## src/design/rdp_map.svh

```systemverilog
`ifndef RDP_MAP_SVH
`define RDP_MAP_SVH

// clock and programming timing
`define RDP_CLK_PERIOD_NS 4
`define RDP_PROG_TIME_NS 5600000
`define RDP_PROG_STEPS 4
`define RDP_PROG_DELAY_CYC 32

// interval windows, in field clocks
`define RDP_NRM_LO_OFS 9'h007
`define RDP_FST_LO_OFS 9'h003
`define RDP_NRM_WIN_LOG2 4
`define RDP_FST_WIN_LOG2 3
`define RDP_SYM_BIT 9'h002
`define RDP_SYM_PAIR 9'h004
`define RDP_REF_TMO 8'hFF
`define RDP_CNT_MAX 8'hFF

// command lengths in bits
`define RDP_CMD_MAX 7'h48
`define RDP_LEN_STD_WR 7'h26
`define RDP_LEN_DIRECT 7'h06
`define RDP_LEN_SHORT 7'h02
`define RDP_LEN_SINGLE 7'h00
`define RDP_LEN_PWD_WR 7'h48
`define RDP_LEN_PWD_DIR 7'h28
`define RDP_LEN_WAKE 7'h24
`define RDP_LEN_LIMIT 7'h7F

// opcodes and read start
`define RDP_OP_RESET 2'h0
`define RDP_FIRST_BLOCK 3'h1

`endif

```

## src/design/rdp_pkg.sv

```systemverilog
package rdp_pkg;

  typedef enum logic [6:0] {
    RDP_S_COLLECT = 7'h01,
    RDP_S_EVAL = 7'h02,
    RDP_S_DELAY = 7'h04,
    RDP_S_ERASE = 7'h08,
    RDP_S_ERASE_CHK = 7'h10,
    RDP_S_PROGRAM = 7'h20,
    RDP_S_WRITE_CHK = 7'h40
  } rdp_state_t;

  typedef enum logic [2:0] {
    RDP_P_IDLE = 3'h1,
    RDP_P_REF = 3'h2,
    RDP_P_DATA = 3'h4
  } rdp_phase_t;

  typedef enum logic [1:0] {
    RDP_M_REGULAR = 2'h0,
    RDP_M_BLOCK = 2'h1,
    RDP_M_SILENT = 2'h2,
    RDP_M_PROG = 2'h3
  } rdp_mode_t;

  typedef enum logic [1:0] {
    RDP_K_BIT = 2'h0,
    RDP_K_PAIR = 2'h1,
    RDP_K_BAD = 2'h2,
    RDP_K_END = 2'h3
  } rdp_kind_t;

endpackage : rdp_pkg

```

## src/design/rdp_downlink.sv

```systemverilog
`timescale 1ns/1ps
`default_nettype none
`include "rdp_map.svh"

// How it works
// - zero-reference mode measures a reference interval first; bit windows derive from it.
// - zero is ref-7..ref+8, one ref+9..ref+24; fast ref-3..+4, ref+5..+12.
// - normal pairs: 00 -7..+8, 01 +9..+24, 10 +25..+40, 11 +41..+56.
// - fast pairs: 00 -3..+4, 01 +5..+12, 10 +13..+20, 11 +21..+28.
// - a valid write waits a short clock delay before programming starts.
// - programming takes about 5.6 ms; success gives block read of written block.
// - program only validated commands on unlocked blocks; lock bit written with data.
// - erase, check zeros, program, check ones, in that order.
// - after page 1 write a single gap reads page 1; reset command ends it.
// - an interval below the lowest window flags a command error; one past the top window ends the frame.
// - in password mode the received password must match block 7.
// - without password: 38-bit write, 6-bit direct access, 2-bit short commands only.
// - with password here: 72-bit write, 40-bit direct access, 36-bit wake-up.
// - command errors except wake-up with answer-on-request give regular read from block 1, of page 1 for opcode 11, else page 0.
// - with answer-on-request set, a faulty wake-up stops all modulation.
// - locked target skips programming and stays in block read of that block.
// - failed verify stops modulation until the next command.
// - write carries opcode, lock bit, 32 data bits, 3-bit address.
// - password commands carry two zero pad bits between opcode and password.
module rdp_downlink
  import rdp_pkg::*;
#(
  parameter int PROG_CYCLES = `RDP_PROG_TIME_NS / `RDP_CLK_PERIOD_NS
) (
  input wire logic i_clk,
  input wire logic i_arst_n,
  input wire logic i_field_clk,
  input wire logic i_gap,
  input wire logic i_one_of_four,
  input wire logic i_fast,
  input wire logic i_password_mode_bit,
  input wire logic i_answer_on_request,
  input wire logic [31:0] i_password,
  input wire logic [15:0] i_lock_map,
  input wire logic i_nvm_ok,
  output logic [1:0] o_mode,
  output logic o_page,
  output logic [2:0] o_block,
  output logic o_cmd_err,
  output logic o_nvm_erase,
  output logic o_nvm_erase_chk,
  output logic o_nvm_program,
  output logic o_nvm_write_chk,
  output logic [3:0] o_nvm_addr,
  output logic [31:0] o_nvm_data,
  output logic o_nvm_lock
);

  localparam logic [20:0] STEP_CYC = 21'(PROG_CYCLES / `RDP_PROG_STEPS);

  // slot boundaries relative to the reference; top flag marks end of frame
  function automatic logic [3:0] classify(input logic [7:0] cnt, input logic [7:0] refc,
                                          input logic fast, input logic pair);
    logic [8:0] sum;
    logic [8:0] diff;
    logic [8:0] idx;
    logic [8:0] nsym;
    logic above;
    sum = {1'b0, cnt} + (fast ? `RDP_FST_LO_OFS : `RDP_NRM_LO_OFS);
    diff = sum - {1'b0, refc};
    idx = fast ? (diff >> `RDP_FST_WIN_LOG2) : (diff >> `RDP_NRM_WIN_LOG2);
    nsym = pair ? `RDP_SYM_PAIR : `RDP_SYM_BIT;
    above = (sum >= {1'b0, refc});
    classify = {above && (idx >= nsym), above && (idx < nsym), idx[1:0]};
  endfunction : classify

  ////////////////////////////////////////////////////////////////////////////
  // pin synchronisers and edge finding
  logic fclk_s1, fclk_s2, fclk_s3;
  logic gap_s1, gap_s2, gap_s3;
  logic fclk_rise;
  logic gap_end;

  always_ff @(posedge i_clk or negedge i_arst_n)
  begin
    if (!i_arst_n)
    begin
      {fclk_s1, fclk_s2, fclk_s3} <= 3'h0;
      {gap_s1, gap_s2, gap_s3} <= 3'h0;
    end
    else
    begin
      {fclk_s1, fclk_s2, fclk_s3} <= {i_field_clk, fclk_s1, fclk_s2};
      {gap_s1, gap_s2, gap_s3} <= {i_gap, gap_s1, gap_s2};
    end
  end

  assign fclk_rise = fclk_s2 && !fclk_s3;
  assign gap_end = !gap_s2 && gap_s3;

  ////////////////////////////////////////////////////////////////////////////
  // interval measurement and symbol decoding
  rdp_phase_t phase;
  logic [7:0] cnt;
  logic [7:0] ref_len;
  logic [3:0] cls;
  logic push_valid;
  logic [3:0] push_data;
  logic buf_in_ready;
  logic buf_out_valid;
  logic [3:0] buf_out_data;
  logic drain;
  logic overflow;

  assign cls = classify(cnt, ref_len, i_fast, i_one_of_four);

  always_ff @(posedge i_clk or negedge i_arst_n)
  begin
    if (!i_arst_n)
    begin
      phase <= RDP_P_IDLE;
      cnt <= 8'h00;
      ref_len <= 8'h00;
      push_valid <= 1'b0;
      push_data <= 4'h0;
    end
    else
    begin
      push_valid <= 1'b0;
      if (gap_end)
      begin
        cnt <= 8'h00;
        case (phase)
          RDP_P_IDLE: phase <= RDP_P_REF;
          RDP_P_REF:
          begin
            ref_len <= cnt;
            phase <= RDP_P_DATA;
          end
          RDP_P_DATA:
          begin
            push_valid <= 1'b1;
            if (!cls[2])
              push_data <= {RDP_K_BAD, 2'h0};
            else if (i_one_of_four)
              push_data <= {RDP_K_PAIR, cls[1:0]};
            else
              push_data <= {RDP_K_BIT, 1'b0, cls[0]};
          end
          default: phase <= RDP_P_IDLE;
        endcase
      end
      else if (phase == RDP_P_REF && cnt == `RDP_REF_TMO)
      begin
        push_valid <= 1'b1;
        push_data <= {RDP_K_END, 2'h0};
        phase <= RDP_P_IDLE;
      end
      else if (phase == RDP_P_DATA && cls[3])
      begin
        push_valid <= 1'b1;
        push_data <= {RDP_K_END, 2'h0};
        phase <= RDP_P_IDLE;
      end
      else if (fclk_rise && phase != RDP_P_IDLE && cnt != `RDP_CNT_MAX)
        cnt <= cnt + 8'h01;
    end
  end

  assign overflow = push_valid && !buf_in_ready;

  rdp_pair_buf #(
    .WIDTH(4)
  ) u_buf (
    .i_clk(i_clk),
    .i_arst_n(i_arst_n),
    .i_valid(push_valid),
    .o_ready(buf_in_ready),
    .i_data(push_data),
    .o_valid(buf_out_valid),
    .i_ready(drain),
    .o_data(buf_out_data)
  );

  ////////////////////////////////////////////////////////////////////////////
  // command evaluation
  rdp_state_t state;
  logic [71:0] sr;
  logic [6:0] nbits;
  logic err_seen;
  logic page1_hold;
  logic [20:0] tmr;
  logic [71:0] top;
  logic [1:0] opc;
  logic pwd_ok;
  logic ev_err, ev_wake_err, ev_write, ev_direct, ev_short, ev_wake;
  logic ev_lock;
  logic [31:0] ev_data;
  logic [2:0] ev_addr;

  assign drain = (state == RDP_S_COLLECT);
  assign top = sr << (`RDP_CMD_MAX - nbits);
  assign opc = top[71:70];
  assign pwd_ok = (top[69:68] == 2'h0) && (top[67:36] == i_password);

  always_comb
  begin
    ev_err = err_seen;
    ev_wake_err = 1'b0;
    ev_write = 1'b0;
    ev_direct = 1'b0;
    ev_short = 1'b0;
    ev_wake = 1'b0;
    ev_lock = 1'b0;
    ev_data = 32'h0000_0000;
    ev_addr = 3'h0;
    if (!i_password_mode_bit)
    begin
      case (nbits)
        `RDP_LEN_STD_WR:
        begin
          ev_write = opc[1];
          ev_lock = top[69];
          ev_data = top[68:37];
          ev_addr = top[36:34];
        end
        `RDP_LEN_DIRECT:
        begin
          ev_direct = opc[1];
          ev_addr = top[68:66];
        end
        `RDP_LEN_SHORT: ev_short = 1'b1;
        `RDP_LEN_SINGLE: ev_short = 1'b0;
        default: ev_err = 1'b1;
      endcase
    end
    else
    begin
      case (nbits)
        `RDP_LEN_PWD_WR:
        begin
          ev_write = opc[1] && pwd_ok;
          ev_lock = top[35];
          ev_data = top[34:3];
          ev_addr = top[2:0];
        end
        `RDP_LEN_PWD_DIR:
        begin
          ev_direct = opc[1] && pwd_ok;
          ev_addr = top[34:32];
        end
        `RDP_LEN_WAKE:
        begin
          ev_wake = pwd_ok && !err_seen;
          ev_wake_err = i_answer_on_request && !ev_wake;
        end
        `RDP_LEN_SHORT: ev_short = 1'b1;
        `RDP_LEN_SINGLE: ev_short = 1'b0;
        default: ev_err = 1'b1;
      endcase
    end
    if ((nbits == `RDP_LEN_PWD_WR || nbits == `RDP_LEN_PWD_DIR || nbits == `RDP_LEN_WAKE)
        && i_password_mode_bit && !pwd_ok && !ev_wake_err)
      ev_err = 1'b1;
    if ((nbits == `RDP_LEN_STD_WR || nbits == `RDP_LEN_DIRECT) && !i_password_mode_bit && !opc[1])
      ev_err = 1'b1;
  end

  always_ff @(posedge i_clk or negedge i_arst_n)
  begin
    if (!i_arst_n)
    begin
      state <= RDP_S_COLLECT;
      sr <= '0;
      nbits <= 7'h00;
      err_seen <= 1'b0;
      page1_hold <= 1'b0;
      tmr <= 21'h0;
      o_mode <= RDP_M_REGULAR;
      o_page <= 1'b0;
      o_block <= `RDP_FIRST_BLOCK;
      o_cmd_err <= 1'b0;
      o_nvm_erase <= 1'b0;
      o_nvm_erase_chk <= 1'b0;
      o_nvm_program <= 1'b0;
      o_nvm_write_chk <= 1'b0;
      o_nvm_addr <= 4'h0;
      o_nvm_data <= 32'h0000_0000;
      o_nvm_lock <= 1'b0;
    end
    else
    begin
      o_cmd_err <= 1'b0;
      if (overflow)
        err_seen <= 1'b1;
      if (tmr != 21'h0)
        tmr <= tmr - 21'h1;
      case (state)
        RDP_S_COLLECT:
        begin
          if (buf_out_valid)
          begin
            case (buf_out_data[3:2])
              RDP_K_BIT:
              begin
                sr <= {sr[70:0], buf_out_data[0]};
                nbits <= (nbits == `RDP_LEN_LIMIT) ? nbits : nbits + 7'h01;
              end
              RDP_K_PAIR:
              begin
                sr <= {sr[69:0], buf_out_data[1:0]};
                nbits <= (nbits >= 7'h7E) ? `RDP_LEN_LIMIT : nbits + 7'h02;
              end
              RDP_K_BAD: err_seen <= 1'b1;
              default: state <= RDP_S_EVAL;
            endcase
          end
        end
        RDP_S_EVAL:
        begin
          state <= RDP_S_COLLECT;
          sr <= '0;
          nbits <= 7'h00;
          err_seen <= overflow;
          if (ev_wake_err)
            o_mode <= RDP_M_SILENT;
          else if (ev_err)
          begin
            o_mode <= RDP_M_REGULAR;
            o_page <= opc[1] & opc[0];
            o_block <= `RDP_FIRST_BLOCK;
            o_cmd_err <= 1'b1;
          end
          else if (ev_write)
          begin
            o_nvm_addr <= {opc[0], ev_addr};
            o_nvm_data <= ev_data;
            o_nvm_lock <= ev_lock;
            o_page <= opc[0];
            o_block <= ev_addr;
            if (i_lock_map[{opc[0], ev_addr}])
              o_mode <= RDP_M_BLOCK;
            else
            begin
              o_mode <= RDP_M_PROG;
              page1_hold <= opc[0];
              tmr <= 21'(`RDP_PROG_DELAY_CYC);
              state <= RDP_S_DELAY;
            end
          end
          else if (ev_direct)
          begin
            o_mode <= RDP_M_BLOCK;
            o_page <= opc[0];
            o_block <= ev_addr;
          end
          else if (ev_short)
          begin
            o_mode <= RDP_M_REGULAR;
            o_page <= (opc == `RDP_OP_RESET) ? 1'b0 : opc[0];
            o_block <= `RDP_FIRST_BLOCK;
            if (opc == `RDP_OP_RESET)
              page1_hold <= 1'b0;
          end
          else if (ev_wake)
          begin
            o_mode <= RDP_M_REGULAR;
            o_block <= `RDP_FIRST_BLOCK;
          end
          else if (page1_hold)
          begin
            o_mode <= RDP_M_REGULAR;
            o_page <= 1'b1;
            o_block <= `RDP_FIRST_BLOCK;
          end
        end
        RDP_S_DELAY:
        begin
          if (tmr == 21'h0)
          begin
            state <= RDP_S_ERASE;
            o_nvm_erase <= 1'b1;
            tmr <= STEP_CYC;
          end
        end
        RDP_S_ERASE:
        begin
          if (tmr == 21'h0)
          begin
            state <= RDP_S_ERASE_CHK;
            o_nvm_erase <= 1'b0;
            o_nvm_erase_chk <= 1'b1;
            tmr <= STEP_CYC;
          end
        end
        RDP_S_ERASE_CHK:
        begin
          if (tmr == 21'h0)
          begin
            o_nvm_erase_chk <= 1'b0;
            if (i_nvm_ok)
            begin
              state <= RDP_S_PROGRAM;
              o_nvm_program <= 1'b1;
              tmr <= STEP_CYC;
            end
            else
            begin
              state <= RDP_S_COLLECT;
              o_mode <= RDP_M_SILENT;
            end
          end
        end
        RDP_S_PROGRAM:
        begin
          if (tmr == 21'h0)
          begin
            state <= RDP_S_WRITE_CHK;
            o_nvm_program <= 1'b0;
            o_nvm_write_chk <= 1'b1;
            tmr <= STEP_CYC;
          end
        end
        RDP_S_WRITE_CHK:
        begin
          if (tmr == 21'h0)
          begin
            state <= RDP_S_COLLECT;
            o_nvm_write_chk <= 1'b0;
            o_mode <= i_nvm_ok ? RDP_M_BLOCK : RDP_M_SILENT;
          end
        end
        default: state <= RDP_S_COLLECT;
      endcase
    end
  end
endmodule : rdp_downlink

`default_nettype wire

```

## src/design/rdp_pair_buf.sv

```systemverilog
`timescale 1ns/1ps
`default_nettype none

module rdp_pair_buf #(
  parameter int WIDTH = 4
) (
  input wire logic i_clk,
  input wire logic i_arst_n,
  input wire logic i_valid,
  output logic o_ready,
  input wire logic [WIDTH-1:0] i_data,
  output logic o_valid,
  input wire logic i_ready,
  output logic [WIDTH-1:0] o_data
);

  logic [WIDTH-1:0] mem [0:1];
  logic wr_ptr;
  logic rd_ptr;
  logic [1:0] count;
  logic push;
  logic pop;

  assign o_ready = (count != 2'h2);
  assign o_valid = (count != 2'h0);
  assign o_data = mem[rd_ptr];
  assign push = i_valid && o_ready;
  assign pop = o_valid && i_ready;

  always_ff @(posedge i_clk or negedge i_arst_n)
  begin
    if (!i_arst_n)
    begin
      mem[0] <= '0;
      mem[1] <= '0;
      wr_ptr <= 1'b0;
      rd_ptr <= 1'b0;
      count <= 2'h0;
    end
    else
    begin
      if (push)
      begin
        mem[wr_ptr] <= i_data;
        wr_ptr <= ~wr_ptr;
      end
      if (pop)
        rd_ptr <= ~rd_ptr;
      if (push && !pop)
        count <= count + 2'h1;
      else if (pop && !push)
        count <= count - 2'h1;
    end
  end

endmodule : rdp_pair_buf

`default_nettype wire

```

## config.mk

```make
export PLATFORM = sky130hd
export DESIGN_NAME = rdp_downlink
export DESIGN_NICKNAME = d
export VERILOG_FILES = /design/src/design/rdp_pkg.sv /design/src/design/rdp_downlink.sv /design/src/design/rdp_pair_buf.sv
export VERILOG_INCLUDE_DIRS = /design/src /design/src/design
export SDC_FILE = /design/constraint.sdc
export NUM_CORES = 1
export LEC_CHECK = 0
export CORE_UTILIZATION = 46
export DETAILED_ROUTE_END_ITERATION = 7
export DONT_BUFFER_PORTS = 1
export MAX_ROUTING_LAYER = met4
export SYNTH_ARGS = -nofsm -noshare
export SYNTH_HDL_FRONTEND = slang
export SYNTH_SLANG_ARGS = --single-unit
```

## constraint.sdc

```tcl
create_clock -name i_clk -period 10.2 [get_ports i_clk]
set_clock_uncertainty 0.2 [all_clocks]
set_input_delay 0 -clock i_clk [delete_from_list [all_inputs] [get_ports i_clk]]
set_output_delay 0 -clock i_clk [all_outputs]
set_load 0.005 [all_outputs]
```

==> impl_results.md, run 1 <==
- Total global routing track utilization: 28.6%
- Final worst setup slack: 2.65 ns
- CTS clk-pin slew, worst paths: 0.08 ns
- Post-CTS setup buffer count: 0
- Largest net degree at the start of global routing: 200
- Worst path max stage delay: 0.95 ns
- CTS sink count: 199
- Chip Height: 192 um
- CTS buffer count: 17
- Final setup TNS: 0 ns
- Hold Path Class: in -> reg
- Initial Util: 46.8%
- Setup repair after global routing missed its margin: false
- Worst-Margin Slew: 1.10 ns
- Global-route wire length before repair: 80,000 um
- Port bufs: 0
- Drt total wl: 51,300 um
- Req. time, crit path: 10.35 ns
- CP Launch Type: flop
- Vias per cell: 6.57
- Starting DRT DRC Count: 1,378
- Hold depth: 5
- Core area: 0.0357 mm2
- Area share of the largest cell type after synthesis: 29.4%
- FMAX: 0.133 GHz
- Element type at the critical path end: flop
- Nets@finish: 1,840
- Mux cell area share after synthesis: 25.2%
- Largest area contributor in the netlist: dfrtp_1
- # DRC: 80
- CP max FO: 38
- Syn_area_per_cell: 9.06 um2
- Synthesis Warnings: 0
- Area Overhead vs Synth: 5.77%
- DR vias: 14,691
- Path depth of the worst reg2reg path: 15
- Commonest cells in the synthesized netlist: 196 x dfrtp_1, 177 x nor2_1, 160 x mux2i_1, 135 x mux2_2, 109 x nand2_1
- Clk Latency, worst-skew pair: 0.47 ns
- # setup viols final: 0
- Layout cells sized above 1: 16.1%
- Initial antenna violation count: 0
- Final Cell Area: 0.0176 mm2
- Netlist Area Pre-Place: 0.0167 mm2
- IO Count: 105
- Total congestion overflow: 0
- CTS tree: built
- FFs w/ async S/R, synth: 100%
- Fin. max-slew vios: 0
- Buf/Inv on CP: 2
- WL/cell: 23.0 um
- Routed Antenna Nets: 0
- Top-count cell post-synth: dfrtp_1
- Crit Path Category: reg -> reg
- Yosys reg bits: 199
- Status: finished with violations
- CP max stage cell: and4bb_2
- XOR/XNOR Fraction of Synth Area: 2.57%
- Failing checks: design-rule violations
- Crit path DAT: 7.70 ns
- Root buffer cell: clkbuf_16
- Number of global-route vias before repair: 13,479
- Simple-gate share of the synthesized area: 18.3%
- Post-synthesis sequential area ratio: 29.9%
- Top post-synthesis cells by area: dfrtp_1 29%, mux2i_1 9.6%, mux2_2 9.1%, mux4_2 4.9%, nor2_1 4.0%
- Routability Congestion: 1.08
- PostCTS Resize Cnt: 0
- Crit path max-delay family: simple AND/OR/NAND/NOR gates
- Die Span X: 192 um
- Final Hold Viols: 0
- Slew headroom: 26.6%
- DIE AREA: 0.0370 mm2
- Cell Rows: 69
- H-tree depth: 4
- Period utilization: 74.0%
- Post-Syn Nets: 1,920
- EDFF count, synth: 0
- Main synth FF type: dfrtp_1
- Hpwl dp: 37,000 um
- CP Cell Sequence: inv_1 -> ha_1 -> nor2b_1 -> xnor2_4 -> buf_4 -> mux4_2 -> nand2b_1 -> a21oi_1 -> nor4_1 -> or4b_1 -> or4_1 -> or4_4 -> o31ai_1 -> and4bb_2 -> mux2_2
- Synth Area in Adders: 1.65%
- Placed inst area: 0.0169 mm2
- Compound-cell area share of the yosys netlist: 17.4%
- Largest family of logic cells by synthesized area: multiplexers
- Critical Path Stages: 15
- # Max-Cap Violations: 0
- Clk buf depth: 2
- Syn Inst Count: 1,841
- Dpl ws: 2.69 ns
- Yosys cell types: 103
- DR pass1 iterations: 8
- Min Tclk post-route: 7.55 ns
## registers in the layout (all words and copies together) (netlist names), 2 cells and up
register	flops
tmr	21
cnt	8
sr	72
o_nvm_data	32
o_mode	2
push_data	4
phase	3
o_nvm_addr	4
u_buf.count	2
nbits	7
u_buf.mem	8
o_block	3
state	7
ref_len	8
## cell families after synthesis
logic type	after synthesis
adder cells (fa/ha/maj)	22
flip-flops	199
multiplexers	349
AO/OA/AOI/OAI	418
buffers and inverters	187
AND/OR/NAND/NOR	621
XOR/XNOR	45
## path summary, 6_finish.rpt
check / from / end / slack [ns]
min in group asynchronous: i_arst_n / tmr[2]$_DFF_PN0_ / 0.11
max in group asynchronous: i_arst_n / nbits[0]$_DFFE_PN0P_ / 8.93
min: i_password_mode_bit / o_mode[1]$_DFFE_PN0P_ / 0.03
min reg2reg: fclk_s1$_DFF_PN0_ / fclk_s2$_DFF_PN0_ / 0.16
max reg2reg: nbits[2]$_DFFE_PN0P_ / o_nvm_data[26]$_DFFE_PN0P_ / 2.65
max: nbits[2]$_DFFE_PN0P_ / o_nvm_data[26]$_DFFE_PN0P_ / 2.65
## tightest hold or removal path: cells and delay by family
| family | cells | cell delay [ns] |
|---|---|---|
| and+or+nand+nor | 3 | 0.40 |
| AOI/OAI and AO/OA | 2 | 0.25 |
## placed cells by master, fill, tap and decap left out, types with 36 or more instances in the layout
cell	n
mux2i_1	160
inv_1	46
nand3_1	74
a211oi_1	86
mux4_2	36
o21ai_0	82
mux2_2	135
dfrtp_1	195
nor2_1	175
nor3_1	95
nand2_1	109
a21oi_1	54
## per-stage QoR
step	util (%)	hold WS [ns]	cells
final	49.5	0.0304	2236
after global routing	49.5	0.0675	2235
after CTS	49.5	0.000107	2235
after detailed placement	47.4	-0.491	2192
after global placement	47.4	-0.492	2192
after floorplan	-	-0.496	1841
## cell type report
type	instances	area (um2)
Inverter	48	180
Multi-Input combinational cell	1455	10900
Fill cell	3346	18000
Clock buffer	18	429
Sequential cell	199	4980
Clock inverter	14	169
Timing Repair Buffer	40	358
Antenna cell	1	2.50
Tap cell	461	577
## layer usage
metal  wire [um]  vias to the layer above  track usage, %
met5           0                        -               -
met4        1570                        0            10.2
met3        3790                      108            5.35
met2       21500                      595            39.7
met1       24500                     7184            41.0
li1            -                     6804               -
## timing repair
item,in CTS,in global routing
endpoints found under the hold margin,229,0
hold buffers,11,0
setup endpoints to repair,0,0
Power of run 1 is left out: the tool's default activity adds up to more than one toggle a clock period on the data nets, which glitch-free logic cannot reach.
==> run 2, diff against run 1 <==
ABC_AREA = 1   (was unset)
clock period = 6.91 ns   (was 10.2 ns; I/O delays follow)
==> run 2 against run 1 <==
Synthesized cell count up 38%. Die area down 3.6%. First-iteration DRC count up 26%. Cell count up 31%. Sequential share of layout area up 0.86 points. The flow now finishes without violations. Flip-flop and latch count unchanged. Synthesized area down 3.6%. Via count up 18%.
==> impl_results.md, run 2 <==
- Status: complete, no violations
- Area Overhead vs Synth: 6.47%
- Layout cells sized above 1: 4.13%
- Nets@finish: 2,535
- # diodes: 0
- Max FFs per register: 72
- CTS tree: built
- Largest net degree at the start of global routing: 200
- IO Count: 105
- Clk buf depth: 2
- Largest area contributor in the netlist: dfrtp_1
- Crit Path Category: reg -> reg
- Number of global-route vias before repair: 16,141
- Period utilization: 94.3%
- Synthesis Warnings: 0
- Cell Rows: 68
- Global-route wire length before repair: 88,600 um
- WL/cell: 18.8 um
- Main synth FF type: dfrtp_1
- Worst-Margin Slew: 1.12 ns
- Top flop regs: sr x72, o_nvm_data x32, tmr x21
- Drt total wl: 54,900 um
- Commonest cells in the synthesized netlist: 651 x nand3_1, 616 x nand2_1, 215 x nor2_1, 196 x dfrtp_1, 192 x o21ai_0
- CP Launch Type: flop
- Netlist Area Pre-Place: 0.0161 mm2
- Compound-cell area share of the yosys netlist: 13.7%
- Area share of the largest cell type after synthesis: 30.5%
- Most flop-heavy register: sr
- Top Layer Used: met4
- Met3 wire len: 2690 um
- Initial antenna violation count: 0
- DR pass1 iterations: 8
- Top-count cell post-synth: nand3_1
- Final setup TNS: 0 ns
- Crit path max-delay family: buffers and inverters
- Routed Antenna Nets: 0
- Initial Util: 46.7%
- Core area: 0.0345 mm2
- Syn_area_per_cell: 6.34 um2
- DIE AREA: 0.0357 mm2
- Most frequent cells in the layout: 651 x nand3_1, 613 x nand2_1, 214 x nor2_1
- Req. time, crit path: 7.11 ns
- CP Cell Sequence: inv_1 -> ha_2 -> clkbuf_8 -> nand3_1 -> nand3_1 -> nand3_1 -> nand3_1 -> nand2_1 -> o21ai_0 -> nor2_1 -> nor2_1 -> nand2_1 -> inv_1 -> nand3_1 -> dlygate4sd3_1 -> nand3_1 -> dlygate4sd3_1 -> nand3_1 -> dlygate4sd3_1 -> nand2_1 -> nand3_1 -> dlygate4sd3_1 -> o22ai_1
- Slew headroom: 24.2%
- Root buffer cell: clkbuf_16
- Mux cell area share after synthesis: 0%
- Chip Height: 189 um
- Top post-synthesis cells by area: dfrtp_1 31%, nand3_1 20%, nand2_1 14%, o21ai_0 6.0%, nor2_1 5.0%
- CP max stage cell: dlygate4sd3_1
- Final Hold Viols: 0
- Element type at the critical path end: flop
- CP most frequent cell: nand3_1
- Wl on met1: 24,800 um
- Worst r2r dst: state[2]$_DFFE_PN0P_
- Most common cell after layout, fill and taps aside: nand3_1
- Port bufs: 0
- Yosys reg bits: 199
- DR vias: 17,263
- Hold Slack: 0.0638 ns
- Hpwl dp: 39,900 um
- H-tree depth: 4
- Crit path DAT: 6.71 ns
- FMAX: 0.153 GHz
- Syn Inst Count: 2,537
- Largest family of logic cells by synthesized area: simple AND/OR/NAND/NOR gates
- # Max-Cap Violations: 0
- Total global routing track utilization: 32.2%
- Vias per cell: 5.90
- Yosys cell types: 48
- CTS clk-pin slew, worst paths: 0.09 ns
- Clk Latency, worst-skew pair: 0.48 ns
- Path depth of the worst reg2reg path: 23
- Post-Syn Nets: 2,616
- XOR/XNOR Fraction of Synth Area: 1.95%
- CP max FO: 74
- Routability Congestion: 0.995
- Total congestion overflow: 0
- Synth Area in Adders: 1.71%
- EDFF count, synth: 0
- CTS sink count: 199
- Reg2reg start: nbits[1]$_DFFE_PN0P_
- Starting DRT DRC Count: 1,732
- Worst reg-to-reg setup slack: 0.39 ns
- CTS buffer count: 17
- Buf/Inv on CP: 7
- FFs w/ async S/R, synth: 100%
- Worst path max stage delay: 0.65 ns
- Fin. max-slew vios: 0
- # DRC: 0
- Simple-gate share of the synthesized area: 42.8%
- Post-synthesis sequential area ratio: 31.0%
- Die Span X: 189 um
- Setup crit start: nbits[1]$_DFFE_PN0P_
- Hold Path Class: in -> async
- Post-CTS setup buffer count: 0
- Min Tclk post-route: 6.52 ns
- # setup viols final: 0
- Met2 wire len: 25,900 um
run 2: worst max path at each step:
| stage | cells past startpoint | slack, ns | end |
|---|---|---|---|
| after floorplan | 23 | 2.87 | cnt[0]$_DFFE_PN0P_ |
| after global placement | 26 | 1.72 | tmr[20]$_DFF_PN0_ |
| after detailed placement | 25 | 1.59 | tmr[20]$_DFF_PN0_ |
| after CTS | 25 | 0.05 | state[2]$_DFFE_PN0P_ |
| after global routing | 23 | -0.004 | state[2]$_DFFE_PN0P_ |
| final | 23 | 0.39 | state[2]$_DFFE_PN0P_ |
run 2: area by class of cell:
cell class | count | area, um2
clock buffers | 17 | 425
fillers | 3590 | 17300
clock inverters | 15 | 210
multi-input cells | 2000 | 9730
repair buffers | 50 | 479
flip-flops and latches | 199 | 4980
well taps | 455 | 569
inverters | 188 | 722
run 2: logic make-up after synthesis:
family / after synthesis
AOI/OAI and AO/OA: 384
xor gates and xnor gates: 34
buffers and inverters: 338
and+or+nand+nor: 1560
DFF: 199
adders and majority gates: 22
run 2: worst reg2reg max path: cells and delay by family (launching register included):
family	cells	cell delay [ns]
DFF	1	0.43
and+or+nand+nor	13	1.76
AOI/OAI and AO/OA	2	0.57
buffers and inverters	7	3.10
adders and majority gates	1	0.39
run 2: layer usage:
layer | up-vias | GRT usage [%]
li1 | 8467 | -
met1 | 8176 | 42.7
met2 | 548 | 51.4
met3 | 72 | 3.63
met4 | 0 | 10.4
met5 | - | -
run 2: timing repair:
action                                  CTS  global route
endpoints found under the hold margin   239             0
hold buffers                             28             0
gates resized for setup                   0            16
endpoints found under the setup margin    0            56
run 2: metrics by stage:
stage                     setup slack [ns]  utilization, %  cell area [um2]  std cells
after floorplan                       2.87               -            16100       2537
after global placement                1.72            46.8            16100       2864
after detailed placement              1.59            46.8            16100       2864
after CTS                           0.0512            49.6            17100       2924
after global routing              -0.00361            49.7            17100       2924
final                                0.395            49.7            17100       2924
Power of run 2 is left out for the same reason.
